**src/placeholder_none.sv**
```systemverilog
`timescale 1ns/1ns
`default_nettype none
`default_nettype wire

```
**src/mcr_pkg.sv**
```systemverilog
`default_nettype none
package mcr_pkg;
	// ------------------------------------------------------------
	// Register map
	// ------------------------------------------------------------
	localparam logic [7:0] COMMAND_REG_OFFSET = 8'h00;
	localparam logic [31:0] COMMAND_REG_RESET = 32'h0000_0000;

	// ------------------------------------------------------------
	// Field positions of command_reg
	// ------------------------------------------------------------
	localparam int SOFT_RESET_BIT = 8; // Global soft reset
	localparam int SOFT_IRQ_TRIGGER_BIT = 7; // Software interrupt
	localparam int RECEIVE_PATH_RESET_BIT = 5;
	localparam int TRANSMIT_PATH_RESET_BIT = 4;
	localparam int RECEIVE_STOP_BIT = 3; // Receive disable strobe
	localparam int RECEIVE_RUN_BIT = 2;
	localparam int TRANSMIT_STOP_BIT = 1; // Transmit disable strobe
	localparam int TRANSMIT_RUN_BIT = 0;

	// ------------------------------------------------------------
	// Timing
	// ------------------------------------------------------------
	localparam int CLK_PERIOD_NS = 10; // 100 MHz reference clock
	localparam int SOFT_RESET_NS = 1000; // Duration of the soft reset state
	// Least time, so round up to whole cycles
	localparam int SOFT_RESET_CYCLES = (SOFT_RESET_NS + CLK_PERIOD_NS - 1) / CLK_PERIOD_NS;

	// ------------------------------------------------------------
	// Path run state, Gray along idle -> active -> stopping
	// ------------------------------------------------------------
	typedef enum logic [1:0] {
		MCR_IDLE = 2'h0,
		MCR_ACTIVE = 2'h1,
		MCR_STOPPING = 2'h3
	} mcr_path_state_t;
endpackage
`default_nettype wire

```
**src/mcr_path_if.sv**
```systemverilog
`timescale 1ns/1ns
`default_nettype none
// Command strobes and status between the command register and one path controller
interface mcr_path_if;
	logic enable_cmd; // One-cycle enable strobe
	logic disable_cmd; // One-cycle disable strobe
	logic reset_cmd; // One-cycle path reset strobe
	logic busy; // Engine is moving a packet
	logic active; // Path machine is not idle
	logic stop_req; // Finish current packet then stop
	logic abort; // Abort and flush pulse to the engine
	modport ctrl (
		input enable_cmd, disable_cmd, reset_cmd, busy,
		output active, stop_req, abort
	);
	modport cmd (
		output enable_cmd, disable_cmd, reset_cmd, busy,
		input active, stop_req, abort
	);
endinterface
`default_nettype wire

```
**src/mcr_path_ctrl.sv**
```systemverilog
`timescale 1ns/1ns
`default_nettype none
// Run control for one direction (transmit or receive)
module mcr_path_ctrl (
	input wire logic ref_clk_in,
	input wire logic arst_n_in,
	mcr_path_if.ctrl path
);
	mcr_pkg::mcr_path_state_t state_reg; // Current run state
	logic abort_reg; // Registered abort pulse

	// ------------------------------------------------------------
	// Run state machine
	// ------------------------------------------------------------
	always_ff @(posedge ref_clk_in or negedge arst_n_in) begin
		if (!arst_n_in) begin
			state_reg <= mcr_pkg::MCR_IDLE;
		end else if (path.reset_cmd) begin
			state_reg <= mcr_pkg::MCR_IDLE;
		end else begin
			unique case (state_reg)
				mcr_pkg::MCR_IDLE: begin
					if (path.enable_cmd && !path.disable_cmd) begin
						state_reg <= mcr_pkg::MCR_ACTIVE;
					end
				end
				mcr_pkg::MCR_ACTIVE: begin
					if (path.disable_cmd) begin
						state_reg <= mcr_pkg::MCR_STOPPING;
					end
				end
				mcr_pkg::MCR_STOPPING: begin
					// Packet done, machine goes idle
					if (!path.busy) begin
						state_reg <= mcr_pkg::MCR_IDLE;
					end
				end
				default: begin
					// Code 2 is illegal; recover to idle
					state_reg <= mcr_pkg::MCR_IDLE;
				end
			endcase
		end
	end

	// ------------------------------------------------------------
	// Abort and flush pulse
	// ------------------------------------------------------------
	always_ff @(posedge ref_clk_in or negedge arst_n_in) begin
		if (!arst_n_in) begin
			abort_reg <= 1'b0;
		end else begin
			abort_reg <= path.reset_cmd;
		end
	end

	assign path.active = (state_reg != mcr_pkg::MCR_IDLE);
	assign path.stop_req = (state_reg == mcr_pkg::MCR_STOPPING);
	assign path.abort = abort_reg;

	// ------------------------------------------------------------
	// Checks
	// ------------------------------------------------------------
	AST_RESET_GOES_IDLE:
	assert property (@(posedge ref_clk_in) disable iff (!arst_n_in)
		path.reset_cmd |=> !path.active && path.abort)
	else $error("path reset did not idle and abort");

	AST_ENABLE_FROM_IDLE:
	assert property (@(posedge ref_clk_in) disable iff (!arst_n_in)
		(!path.active && path.enable_cmd && !path.disable_cmd && !path.reset_cmd)
		|=> path.active)
	else $error("enable from idle did not activate");

	AST_DISABLE_WINS:
	assert property (@(posedge ref_clk_in) disable iff (!arst_n_in)
		(!path.active && path.disable_cmd) |=> !path.active)
	else $error("enable was not ignored beside disable");

	AST_STOP_AFTER_PACKET:
	assert property (@(posedge ref_clk_in) disable iff (!arst_n_in)
		(path.stop_req && path.busy && !path.reset_cmd) |=> path.active)
	else $error("path stopped during a packet");

	AST_STOP_CLEARS_ACTIVE:
	assert property (@(posedge ref_clk_in) disable iff (!arst_n_in)
		(path.stop_req && !path.busy) |=> !path.active)
	else $error("active not cleared after stop");
endmodule
`default_nettype wire

```
**src/mcr_command_reg.sv**
```systemverilog
`timescale 1ns/1ns
`default_nettype none
module mcr_command_reg #(
	parameter int SOFT_RESET_CYCLES = mcr_pkg::SOFT_RESET_CYCLES
) (
	input wire logic ref_clk_in,
	input wire logic arst_n_in,
	input wire logic reg_wr_in, // Register write strobe
	input wire logic reg_rd_in, // Register read strobe
	input wire logic [7:0] reg_addr_in, // Byte offset
	input wire logic [31:0] reg_wdata_in,
	output logic [31:0] reg_rdata_out,
	output logic reg_rd_valid_out,
	input wire logic tx_busy_in, // Transmit engine mid-packet
	input wire logic rx_busy_in, // Receive engine mid-packet
	input wire logic soft_irq_mask_in, // Mask bit from interrupt_mask_reg, 1 lets it through
	input wire logic soft_irq_ack_in, // Interrupt status read clears the request
	output logic soft_irq_req_out,
	output logic soft_reset_out, // Holds FIFOs and affected registers in reset
	output logic tx_run_out,
	output logic rx_run_out,
	output logic tx_stop_req_out,
	output logic rx_stop_req_out,
	output logic tx_abort_out, // Abort and flush transmit FIFOs
	output logic rx_abort_out // Abort and flush receive FIFOs
);
	// ------------------------------------------------------------
	// Declarations
	// ------------------------------------------------------------
	localparam int CNT_W = $clog2(SOFT_RESET_CYCLES + 1);
	localparam int RST_WAIT = SOFT_RESET_CYCLES + 1; // Bound for the self-clear check

	mcr_path_if tx_path (); // Transmit path carrier
	mcr_path_if rx_path (); // Receive path carrier

	logic soft_rst_reg; // Reset bit, reads one while running
	logic [CNT_W-1:0] rst_cnt_reg; // Cycles left in soft reset
	logic soft_irq_pend_reg; // Latched software interrupt
	logic [31:0] rdata_reg;
	logic rd_valid_reg;
	logic wr_hit; // Write to command_reg that is accepted
	logic rst_start; // Soft reset begins this cycle

	// Returns one when a write hits bit pos with a one
	function automatic logic cmd_bit(input logic [31:0] data, input int pos);
		cmd_bit = data[pos];
	endfunction

	// ------------------------------------------------------------
	// Write decode
	// ------------------------------------------------------------
	// Writes during soft reset are dropped so nothing restarts a half-reset path
	assign wr_hit = reg_wr_in && (reg_addr_in == mcr_pkg::COMMAND_REG_OFFSET) && !soft_rst_reg;
	assign rst_start = wr_hit && cmd_bit(reg_wdata_in, mcr_pkg::SOFT_RESET_BIT);

	// soft reset drives both path resets
	assign tx_path.reset_cmd = rst_start ||
		(wr_hit && cmd_bit(reg_wdata_in, mcr_pkg::TRANSMIT_PATH_RESET_BIT));
	assign rx_path.reset_cmd = rst_start ||
		(wr_hit && cmd_bit(reg_wdata_in, mcr_pkg::RECEIVE_PATH_RESET_BIT));
	assign tx_path.disable_cmd = wr_hit && cmd_bit(reg_wdata_in, mcr_pkg::TRANSMIT_STOP_BIT);
	assign rx_path.disable_cmd = wr_hit && cmd_bit(reg_wdata_in, mcr_pkg::RECEIVE_STOP_BIT);
	assign tx_path.enable_cmd = wr_hit && cmd_bit(reg_wdata_in, mcr_pkg::TRANSMIT_RUN_BIT) &&
		!tx_path.disable_cmd && !rst_start;
	assign rx_path.enable_cmd = wr_hit && cmd_bit(reg_wdata_in, mcr_pkg::RECEIVE_RUN_BIT) &&
		!rx_path.disable_cmd && !rst_start;
	assign tx_path.busy = tx_busy_in;
	assign rx_path.busy = rx_busy_in;

	// ------------------------------------------------------------
	// Path controllers
	// ------------------------------------------------------------
	mcr_path_ctrl u_tx_ctrl (
		.ref_clk_in(ref_clk_in),
		.arst_n_in(arst_n_in),
		.path(tx_path)
	);

	mcr_path_ctrl u_rx_ctrl (
		.ref_clk_in(ref_clk_in),
		.arst_n_in(arst_n_in),
		.path(rx_path)
	);

	// ------------------------------------------------------------
	// Soft reset sequencer
	// ------------------------------------------------------------
	// timed soft reset state
	// no EEPROM reload is requested here
	always_ff @(posedge ref_clk_in or negedge arst_n_in) begin
		if (!arst_n_in) begin
			soft_rst_reg <= 1'b0;
			rst_cnt_reg <= '0;
		end else if (rst_start) begin
			soft_rst_reg <= 1'b1;
			rst_cnt_reg <= CNT_W'(SOFT_RESET_CYCLES);
		end else if (soft_rst_reg) begin
			// hardware clears the bit when done
			if (rst_cnt_reg == CNT_W'(1)) begin
				soft_rst_reg <= 1'b0;
			end
			rst_cnt_reg <= rst_cnt_reg - CNT_W'(1);
		end
	end

	// ------------------------------------------------------------
	// Software interrupt request
	// ------------------------------------------------------------
	// sticky request; a new trigger beats the acknowledge
	always_ff @(posedge ref_clk_in or negedge arst_n_in) begin
		if (!arst_n_in) begin
			soft_irq_pend_reg <= 1'b0;
		end else if (wr_hit && cmd_bit(reg_wdata_in, mcr_pkg::SOFT_IRQ_TRIGGER_BIT)) begin
			soft_irq_pend_reg <= 1'b1;
		end else if (soft_irq_ack_in || soft_rst_reg || rst_start) begin
			// Soft reset returns the request to its reset value from its first cycle
			soft_irq_pend_reg <= 1'b0;
		end
	end

	assign soft_irq_req_out = soft_irq_pend_reg && soft_irq_mask_in;

	// ------------------------------------------------------------
	// Read back
	// ------------------------------------------------------------
	// Registered read data, one cycle after the strobe
	always_ff @(posedge ref_clk_in or negedge arst_n_in) begin
		if (!arst_n_in) begin
			rdata_reg <= mcr_pkg::COMMAND_REG_RESET;
			rd_valid_reg <= 1'b0;
		end else begin
			rd_valid_reg <= reg_rd_in;
			// strobes and unused bits read zero
			rdata_reg <= mcr_pkg::COMMAND_REG_RESET;
			if (reg_rd_in && (reg_addr_in == mcr_pkg::COMMAND_REG_OFFSET)) begin
				rdata_reg[mcr_pkg::SOFT_RESET_BIT] <= soft_rst_reg;
				rdata_reg[mcr_pkg::RECEIVE_RUN_BIT] <= rx_path.active;
				rdata_reg[mcr_pkg::TRANSMIT_RUN_BIT] <= tx_path.active;
			end
		end
	end

	assign reg_rdata_out = rdata_reg;
	assign reg_rd_valid_out = rd_valid_reg;
	assign soft_reset_out = soft_rst_reg;
	assign tx_run_out = tx_path.active;
	assign rx_run_out = rx_path.active;
	assign tx_stop_req_out = tx_path.stop_req;
	assign rx_stop_req_out = rx_path.stop_req;
	assign tx_abort_out = tx_path.abort;
	assign rx_abort_out = rx_path.abort;

	// ------------------------------------------------------------
	// Checks
	// ------------------------------------------------------------
	AST_SOFT_RESET_BOTH_PATHS:
	assert property (@(posedge ref_clk_in) disable iff (!arst_n_in)
		$rose(soft_rst_reg) |-> tx_abort_out && rx_abort_out && !tx_run_out && !rx_run_out)
	else $error("soft reset did not reset both paths");

	AST_SOFT_RESET_SELF_CLEAR:
	assert property (@(posedge ref_clk_in) disable iff (!arst_n_in)
		$rose(soft_rst_reg) |-> soft_rst_reg [*2] ##[1:RST_WAIT] !soft_rst_reg)
	else $error("soft reset bit did not clear in time");

	AST_SOFT_IRQ_RAISE:
	assert property (@(posedge ref_clk_in) disable iff (!arst_n_in)
		(wr_hit && reg_wdata_in[mcr_pkg::SOFT_IRQ_TRIGGER_BIT] && soft_irq_mask_in)
		|=> soft_irq_req_out || !soft_irq_mask_in)
	else $error("software interrupt not raised");

	AST_SOFT_IRQ_MASKED:
	assert property (@(posedge ref_clk_in) disable iff (!arst_n_in)
		!soft_irq_mask_in |-> !soft_irq_req_out)
	else $error("masked software interrupt reached output");

	AST_STROBES_READ_ZERO:
	assert property (@(posedge ref_clk_in) disable iff (!arst_n_in)
		reg_rd_valid_out |-> (reg_rdata_out & 32'hFFFF_FEFA) == 32'h0000_0000)
	else $error("write-only or unused bits read nonzero");

	AST_RUN_READBACK:
	assert property (@(posedge ref_clk_in) disable iff (!arst_n_in)
		(reg_rd_in && reg_addr_in == mcr_pkg::COMMAND_REG_OFFSET)
		|=> reg_rdata_out[mcr_pkg::TRANSMIT_RUN_BIT] == $past(tx_run_out)
		&& reg_rdata_out[mcr_pkg::RECEIVE_RUN_BIT] == $past(rx_run_out))
	else $error("run bits do not reflect path state");

	AST_ZERO_WRITE_INERT:
	assert property (@(posedge ref_clk_in) disable iff (!arst_n_in)
		(wr_hit && reg_wdata_in == 32'h0000_0000)
		|=> !tx_abort_out && !rx_abort_out && !soft_reset_out)
	else $error("zero write started an action");

	AST_RX_DISABLE_WINS:
	assert property (@(posedge ref_clk_in) disable iff (!arst_n_in)
		(wr_hit && reg_wdata_in[mcr_pkg::RECEIVE_STOP_BIT]
		&& reg_wdata_in[mcr_pkg::RECEIVE_RUN_BIT] && !rx_run_out) |=> !rx_run_out)
	else $error("receive enable not ignored beside disable");

	AST_SOFT_RESET_CLEARS_IRQ:
	assert property (@(posedge ref_clk_in) disable iff (!arst_n_in)
		(rst_start && !reg_wdata_in[mcr_pkg::SOFT_IRQ_TRIGGER_BIT]) |=> !soft_irq_req_out)
	else $error("soft reset left the software interrupt pending");
endmodule
`default_nettype wire

```
**config.mk**
```make
export PLATFORM = sky130hd
export DESIGN_NAME = mcr_command_reg
export DESIGN_NICKNAME = d
export VERILOG_FILES = /design/src/placeholder_none.sv /design/src/mcr_pkg.sv /design/src/mcr_path_if.sv /design/src/mcr_path_ctrl.sv /design/src/mcr_command_reg.sv
export SDC_FILE = /design/constraint.sdc
export NUM_CORES = 1
export LEC_CHECK = 0
export BUFFER_PORTS_ARGS = -buffer_cell sky130_fd_sc_hd__buf_2
export CAP_MARGIN = 20
export CORE_UTILIZATION = 40
export DETAILED_ROUTE_END_ITERATION = 10
export PLACE_DENSITY_LB_ADDON = 0.05
export SLEW_MARGIN = 40
export SYNTH_ARGS = -nofsm -noshare
export SYNTH_HDL_FRONTEND = slang
export SYNTH_SLANG_ARGS = --single-unit
export TNS_END_PERCENT = 50
```
**constraint.sdc**
```tcl
create_clock -name ref_clk_in -period 1.7 [get_ports ref_clk_in]
set_input_delay 0.51 -clock ref_clk_in [delete_from_list [all_inputs] [get_ports ref_clk_in]]
set_output_delay 0.51 -clock ref_clk_in [all_outputs]
set_load 0.05 [all_outputs]
```
* After elaboration in Yosys (flattened, before gate mapping)
Index checks and enable logic that the tools add are counted.
** Cells by class
- Add/sub/neg operators :: 1
- Eq/ne operators :: 11
- Muxes and demuxes :: 20
- Reduce and logical (&&, ||, !) cells :: 35
** Operators with widths (number)
- logical AND 1 bit :: 18
- two-way mux 2 bit :: 8
- two-way mux 7 bit :: 2
- inequality test 3 x 1 -> 1 bit (second input constant) :: 4
- case mux 2 bit (3 select lines) :: 2
- logical NOT 8 bit :: 1
- two-way mux 1 bit :: 8
- nonzero test 2 bit :: 4
- equality test 7 x 1 -> 1 bit (second input constant) :: 1
- subtractor 7 x 1 -> 7 bit (second input constant) :: 1
- inequality test 3 x 2 -> 1 bit (second input constant) :: 2
- AND reduction 3 bit :: 2
- equality test 2 x 1 -> 1 bit (second input constant) :: 2
- equality test 2 bit (second input constant) :: 2
- logical NOT 1 bit :: 4
- logical NOT 2 bit :: 2
- logical OR 1 bit :: 4
** Word-level totals
- Flip-flop bits (word level) :: 19
- Input port bits :: 48
- Output and inout bits :: 41
- Logic and storage cells :: 76

* Depth between registers and ports, before layout
- Depth after elaboration :: 11
- Depth in mapped cells :: 5

* Hierarchy
Synthesis repeated with hierarchy kept, for this count alone.
** Second synthesis, totals
- Cell total of the unflattened synthesis :: 118
- Area, all modules :: 1173.6 um^2
** Modules (own cells, without submodules)
- mcr_command_reg :: instances 1, cells an instance 96, area each 910.9 um^2, seq. area each 325.3 um^2
- mcr_path_ctrl :: instances 2, cells an instance 11, area each 131.4 um^2, seq. area each 75.1 um^2

* Worst setup path after synthesis
No wires, ideal clock.
- Kind :: register to register
- Start point :: reg soft_rst_reg, in the netlist soft_reset_out
- End point :: reg rst_cnt_reg[5]
- Setup time :: 0.074 ns
- Data arrival time :: 1.695 ns
- Required time :: 1.626 ns
- Path slack :: -0.069 ns
- Cell stages (with the launch flop) :: 4
- Path buffers :: 0
- Path through :: dfrtp_1 or4b_4 or4_1 nand3_1
** On the way
- Longest elaborated chain between the ends :: 4
** RTL lines
- from (decl) :: line mcr_command_reg.sv:36 : logic soft_rst_reg;
- from (signal assigned) :: line mcr_command_reg.sv:92 : soft_rst_reg <= 1'b0;
- from (signal assigned) :: line mcr_command_reg.sv:95 : soft_rst_reg <= 1'b1;
- from (signal assigned) :: line mcr_command_reg.sv:100 : soft_rst_reg <= 1'b0;
- logical NOT 1 bit :: line mcr_command_reg.sv:53 : assign wr_hit = reg_wr_in && (reg_addr_in == mcr_pkg::COMMAND_REG_OFFSET) && !soft_rst_reg;
- logical AND 1 bit :: line mcr_command_reg.sv:53
- logical AND 1 bit :: line mcr_command_reg.sv:54 : assign rst_start = wr_hit && cmd_bit(reg_wdata_in, mcr_pkg::SOFT_RESET_BIT);
- two-way mux 7 bit or nonzero test 2 bit (tied branches)
- to (signal assigned) :: line mcr_command_reg.sv:96 : rst_cnt_reg <= CNT_W'(SOFT_RESET_CYCLES);
- to (signal assigned) :: line mcr_command_reg.sv:102 : rst_cnt_reg <= rst_cnt_reg - CNT_W'(1);
- to (decl) :: line mcr_command_reg.sv:37 : logic [CNT_W-1:0] rst_cnt_reg;
Parallel ways exist; a longest one is shown, timed or not.
A chain may end at the register's enable or synchronous reset.

* Final worst setup path
- Start point :: reg u_rx_ctrl.state_reg[1]
- End point :: out rx_stop_req_out
** On the way
- Longest elaborated chain between the ends :: 1
** RTL lines
- from (decl) :: line mcr_path_ctrl.sv:9 : mcr_pkg::mcr_path_state_t state_reg;
- from (signal assigned) :: line mcr_path_ctrl.sv:17 : state_reg <= mcr_pkg::MCR_IDLE;
- from (signal assigned) :: line mcr_path_ctrl.sv:19 : state_reg <= mcr_pkg::MCR_IDLE;
- from (signal assigned) :: line mcr_path_ctrl.sv:24 : state_reg <= mcr_pkg::MCR_ACTIVE;
- equality test 2 bit :: line mcr_path_ctrl.sv:58 : assign path.stop_req = (state_reg == mcr_pkg::MCR_STOPPING);
- to (decl) :: line mcr_command_reg.sv:23 : output logic rx_stop_req_out,
No other way between the ends.

==> results_dict.tcl <==
set metrics [dict create \
    rows 19 \
    largest_register_ffs 7 \
    yosysSeqAreaShare_pct 40.1 \
    die_w_um 56.4 \
    wl_per_cell_um 11.3 \
    clk_pin_slew_worst_paths_ps 110 \
    cp_data_required_time_ps 1190 \
    cts_max_level 1 \
    yosys_warnings 0 \
    vdd_ir_drop_max_uv 392 \
    die-height_um 56.4 \
    slowest_delay_ps 390 \
    vias 931 \
    netlist_instances 119 \
    first_global_vias 869 \
    layout.nets 215 \
    drt-total-wl_um 2200 \
    antenna_cells 0 \
    grt_max_degree 20 \
    synth.avg_cell_area_sq_um 9.96 \
    port_buffers 35 \
    p_per_area_nw_per_um2 655 \
    n_fill_cell 264 \
    gp_congestion 0.787 \
    cts-root-buf "clkbuf_4" \
    leakage_nw 0.714 \
    worst-path-max-fanout 5 \
    criticalPathCategory "reg2out" \
    post_cts_resized 0 \
    antenna_found_initial 0 \
    numCtsBuffers 3 \
    fin_crit_sh_pct 95.9 \
    cp.arrival_ps 1120 \
    critical_path_buf_inv_count 2 \
    finClkSkew_ps 5.17 \
    status "finished clean" \
    grt_pass1_wl_um 3820 \
    drv_cap 0 \
    initial_core_util_pct 42.6 \
    pin_count 89 \
    hp-class "in2async" \
    grt_usage_pct 15.3 \
    cp-startpoint "u_rx_ctrl.state_reg[1]" \
    max_freq_mhz 613 \
    finish.utilization_pct 49.2 \
    cts.sinks 19 \
    layout-drive-gt1-share_pct 32.9 \
    r2r_start "rst_cnt_reg[2]" \
    critPathLaunchType "flip-flop" \
    crit_cells 3 \
    coreArea_sq_um 2780 \
    hold_buffers 0 \
    cpLargestDelayFamily "flip-flops" \
    cp-end-kind "output pin" \
    drc_errors 0 \
    fin_crit_ps 1630 \
    place_ws_ps -140 \
    ys_ff_latch 19 \
    crit_chain "inv_1, nor2_1, buf_2" \
    first_pass_iters 4 \
    tritoncts "built" \
    hold_violations 0 \
    grt_overflow 0 \
    clk_latency_ps 300 \
    cp_slowest_cell "dfrtp_1" \
    final_antenna_net_count 0 \
    dieArea_sq_um 3180 \
    viasPerCell 4.77 \
    reg2regPathDepth 3 \
    post-dp-hpwl_um 1760 \
    area.growth.synth_to_final_pct 15.5 \
    postCtsSetupBuffers 0 \
    drtIter0Drc 9 \
    grt_setup_unrepaired "no" \
    maxSlewViolCount 0 \
    cts_max_path_buffers 2 \
    finalSetupViolCount 0 \
    synth_cell_type_count 28 \
    setup_slack_ps 69.8 \
    syn_area_sq_um 1180 \
]
==> cell type report <==
| type | count | area [sq um] | area share [%] |
|---|---|---|---|
| sequential | 19 | 477 | 34.8 |
| tap | 31 | 38.8 | 2.83 |
| clock buffer | 4 | 26.3 | 1.92 |
| inverter | 7 | 26.3 | 1.92 |
| timing repair buffer | 42 | 230 | 16.8 |
| multi-input combinational | 92 | 571 | 41.7 |
==> final timing paths <==
| path | endpoint | slack [ps] |
|---|---|---|
| hold / removal | rst_cnt_reg[6] | 130 |
| min in group ref_clk_in | reg_rd_valid_out | 350 |
| setup / recovery | rx_stop_req_out | 70 |
| hold reg to reg | soft_irq_pend_reg | 540 |
| max in group asynchronous | soft_reset_out | 1260 |
| setup reg to reg | rst_cnt_reg[5] | 150 |
==> report_power, final <==
| part | internal (W) | total [W] | switching, W |
|---|---|---|---|
| sequential | 0.000454 | 0.000455 | 0.000000905 |
| clock | 0.0000914 | 0.000233 | 0.000142 |
| combinational | 0.0000301 | 0.000209 | 0.000179 |
==> metrics by stage <==
stage | setup TNS (ps) | power [W] | cell area [sq um] | hold slack [ps] | cells
final | 0 | 0.000897 | 1370 | 130 | 195
after CTS | 0 | 0.000908 | 1370 | 140 | 195
after floorplan | 0 | 0.000673 | 1290 | 214 | 147
after detailed placement | -741 | 0.000673 | 1340 | 480 | 191
after global placement | -742 | 0.000671 | 1340 | 478 | 191
after global routing | 0 | 0.000941 | 1370 | 145 | 195
==> layout by cell type (no fill, tap or decap), types with 4 or more instances in the layout <==
master and n:
buf_2 34, conb_1 29, dfrtp_1 18, nor2_1 9, buf_4 7, inv_1 6
nand2_1 6, a21oi_1 5, nor4_4 4, o21ai_0 4, nand3_1 4, clkbuf_4 4
==> routing by layer <==
metal | track usage [%] | up-vias | share of wire [%]
met1 | 21.2 | 432 | 47
met2 | 23.2 | 47 | 46
met5 | 0 | - | 0
met4 | 8.01 | 0 | 1.3
li1 | - | 448 | -
met3 | 2.07 | 4 | 6.1
==> cell families after synthesis <==
kind of cell               synth area share, %
and+or+nand+nor                           24.7
buffers and inverters                     20.6
AOI/OAI and AO/OA                         10.7
DFF                                       40.1
xor gates and xnor gates                  1.48
adders and majority gates                 2.11
other                                    0.316
==> cell usage after synthesis <==
| master | number | area (sq um) |
|---|---|---|
| xor2_1 | 2 | 17.5 |
| or3_1 | 1 | 6.26 |
| a31o_1 | 1 | 8.76 |
| ha_1 | 2 | 25.0 |
| a2111oi_0 | 2 | 17.5 |
| and2b_1 | 1 | 7.51 |
| a21o_1 | 1 | 7.51 |
| nor3_1 | 1 | 5.00 |
| or4_1 | 3 | 22.5 |
| o21ai_0 | 4 | 20.0 |
| nand2_1 | 6 | 22.5 |
| dfrtp_1 | 19 | 475 |
| conb_1 | 1 | 3.75 |
| a21oi_1 | 5 | 25.0 |
| nand2b_1 | 1 | 6.26 |
| nand3_1 | 4 | 20.0 |
| buf_4 | 29 | 218 |
| inv_1 | 7 | 26.3 |
| nor4_4 | 4 | 85.1 |
| nand4_1 | 3 | 18.8 |
| nor3b_1 | 3 | 22.5 |
| o31ai_1 | 2 | 15.0 |
| or4_4 | 2 | 22.5 |
| nor2_1 | 9 | 33.8 |
| a32o_1 | 1 | 10.0 |
| and2_1 | 1 | 6.26 |
| or4b_4 | 1 | 13.8 |
| a21boi_0 | 3 | 22.5 |
No activity file was read; power rests on OpenSTA's default activity.
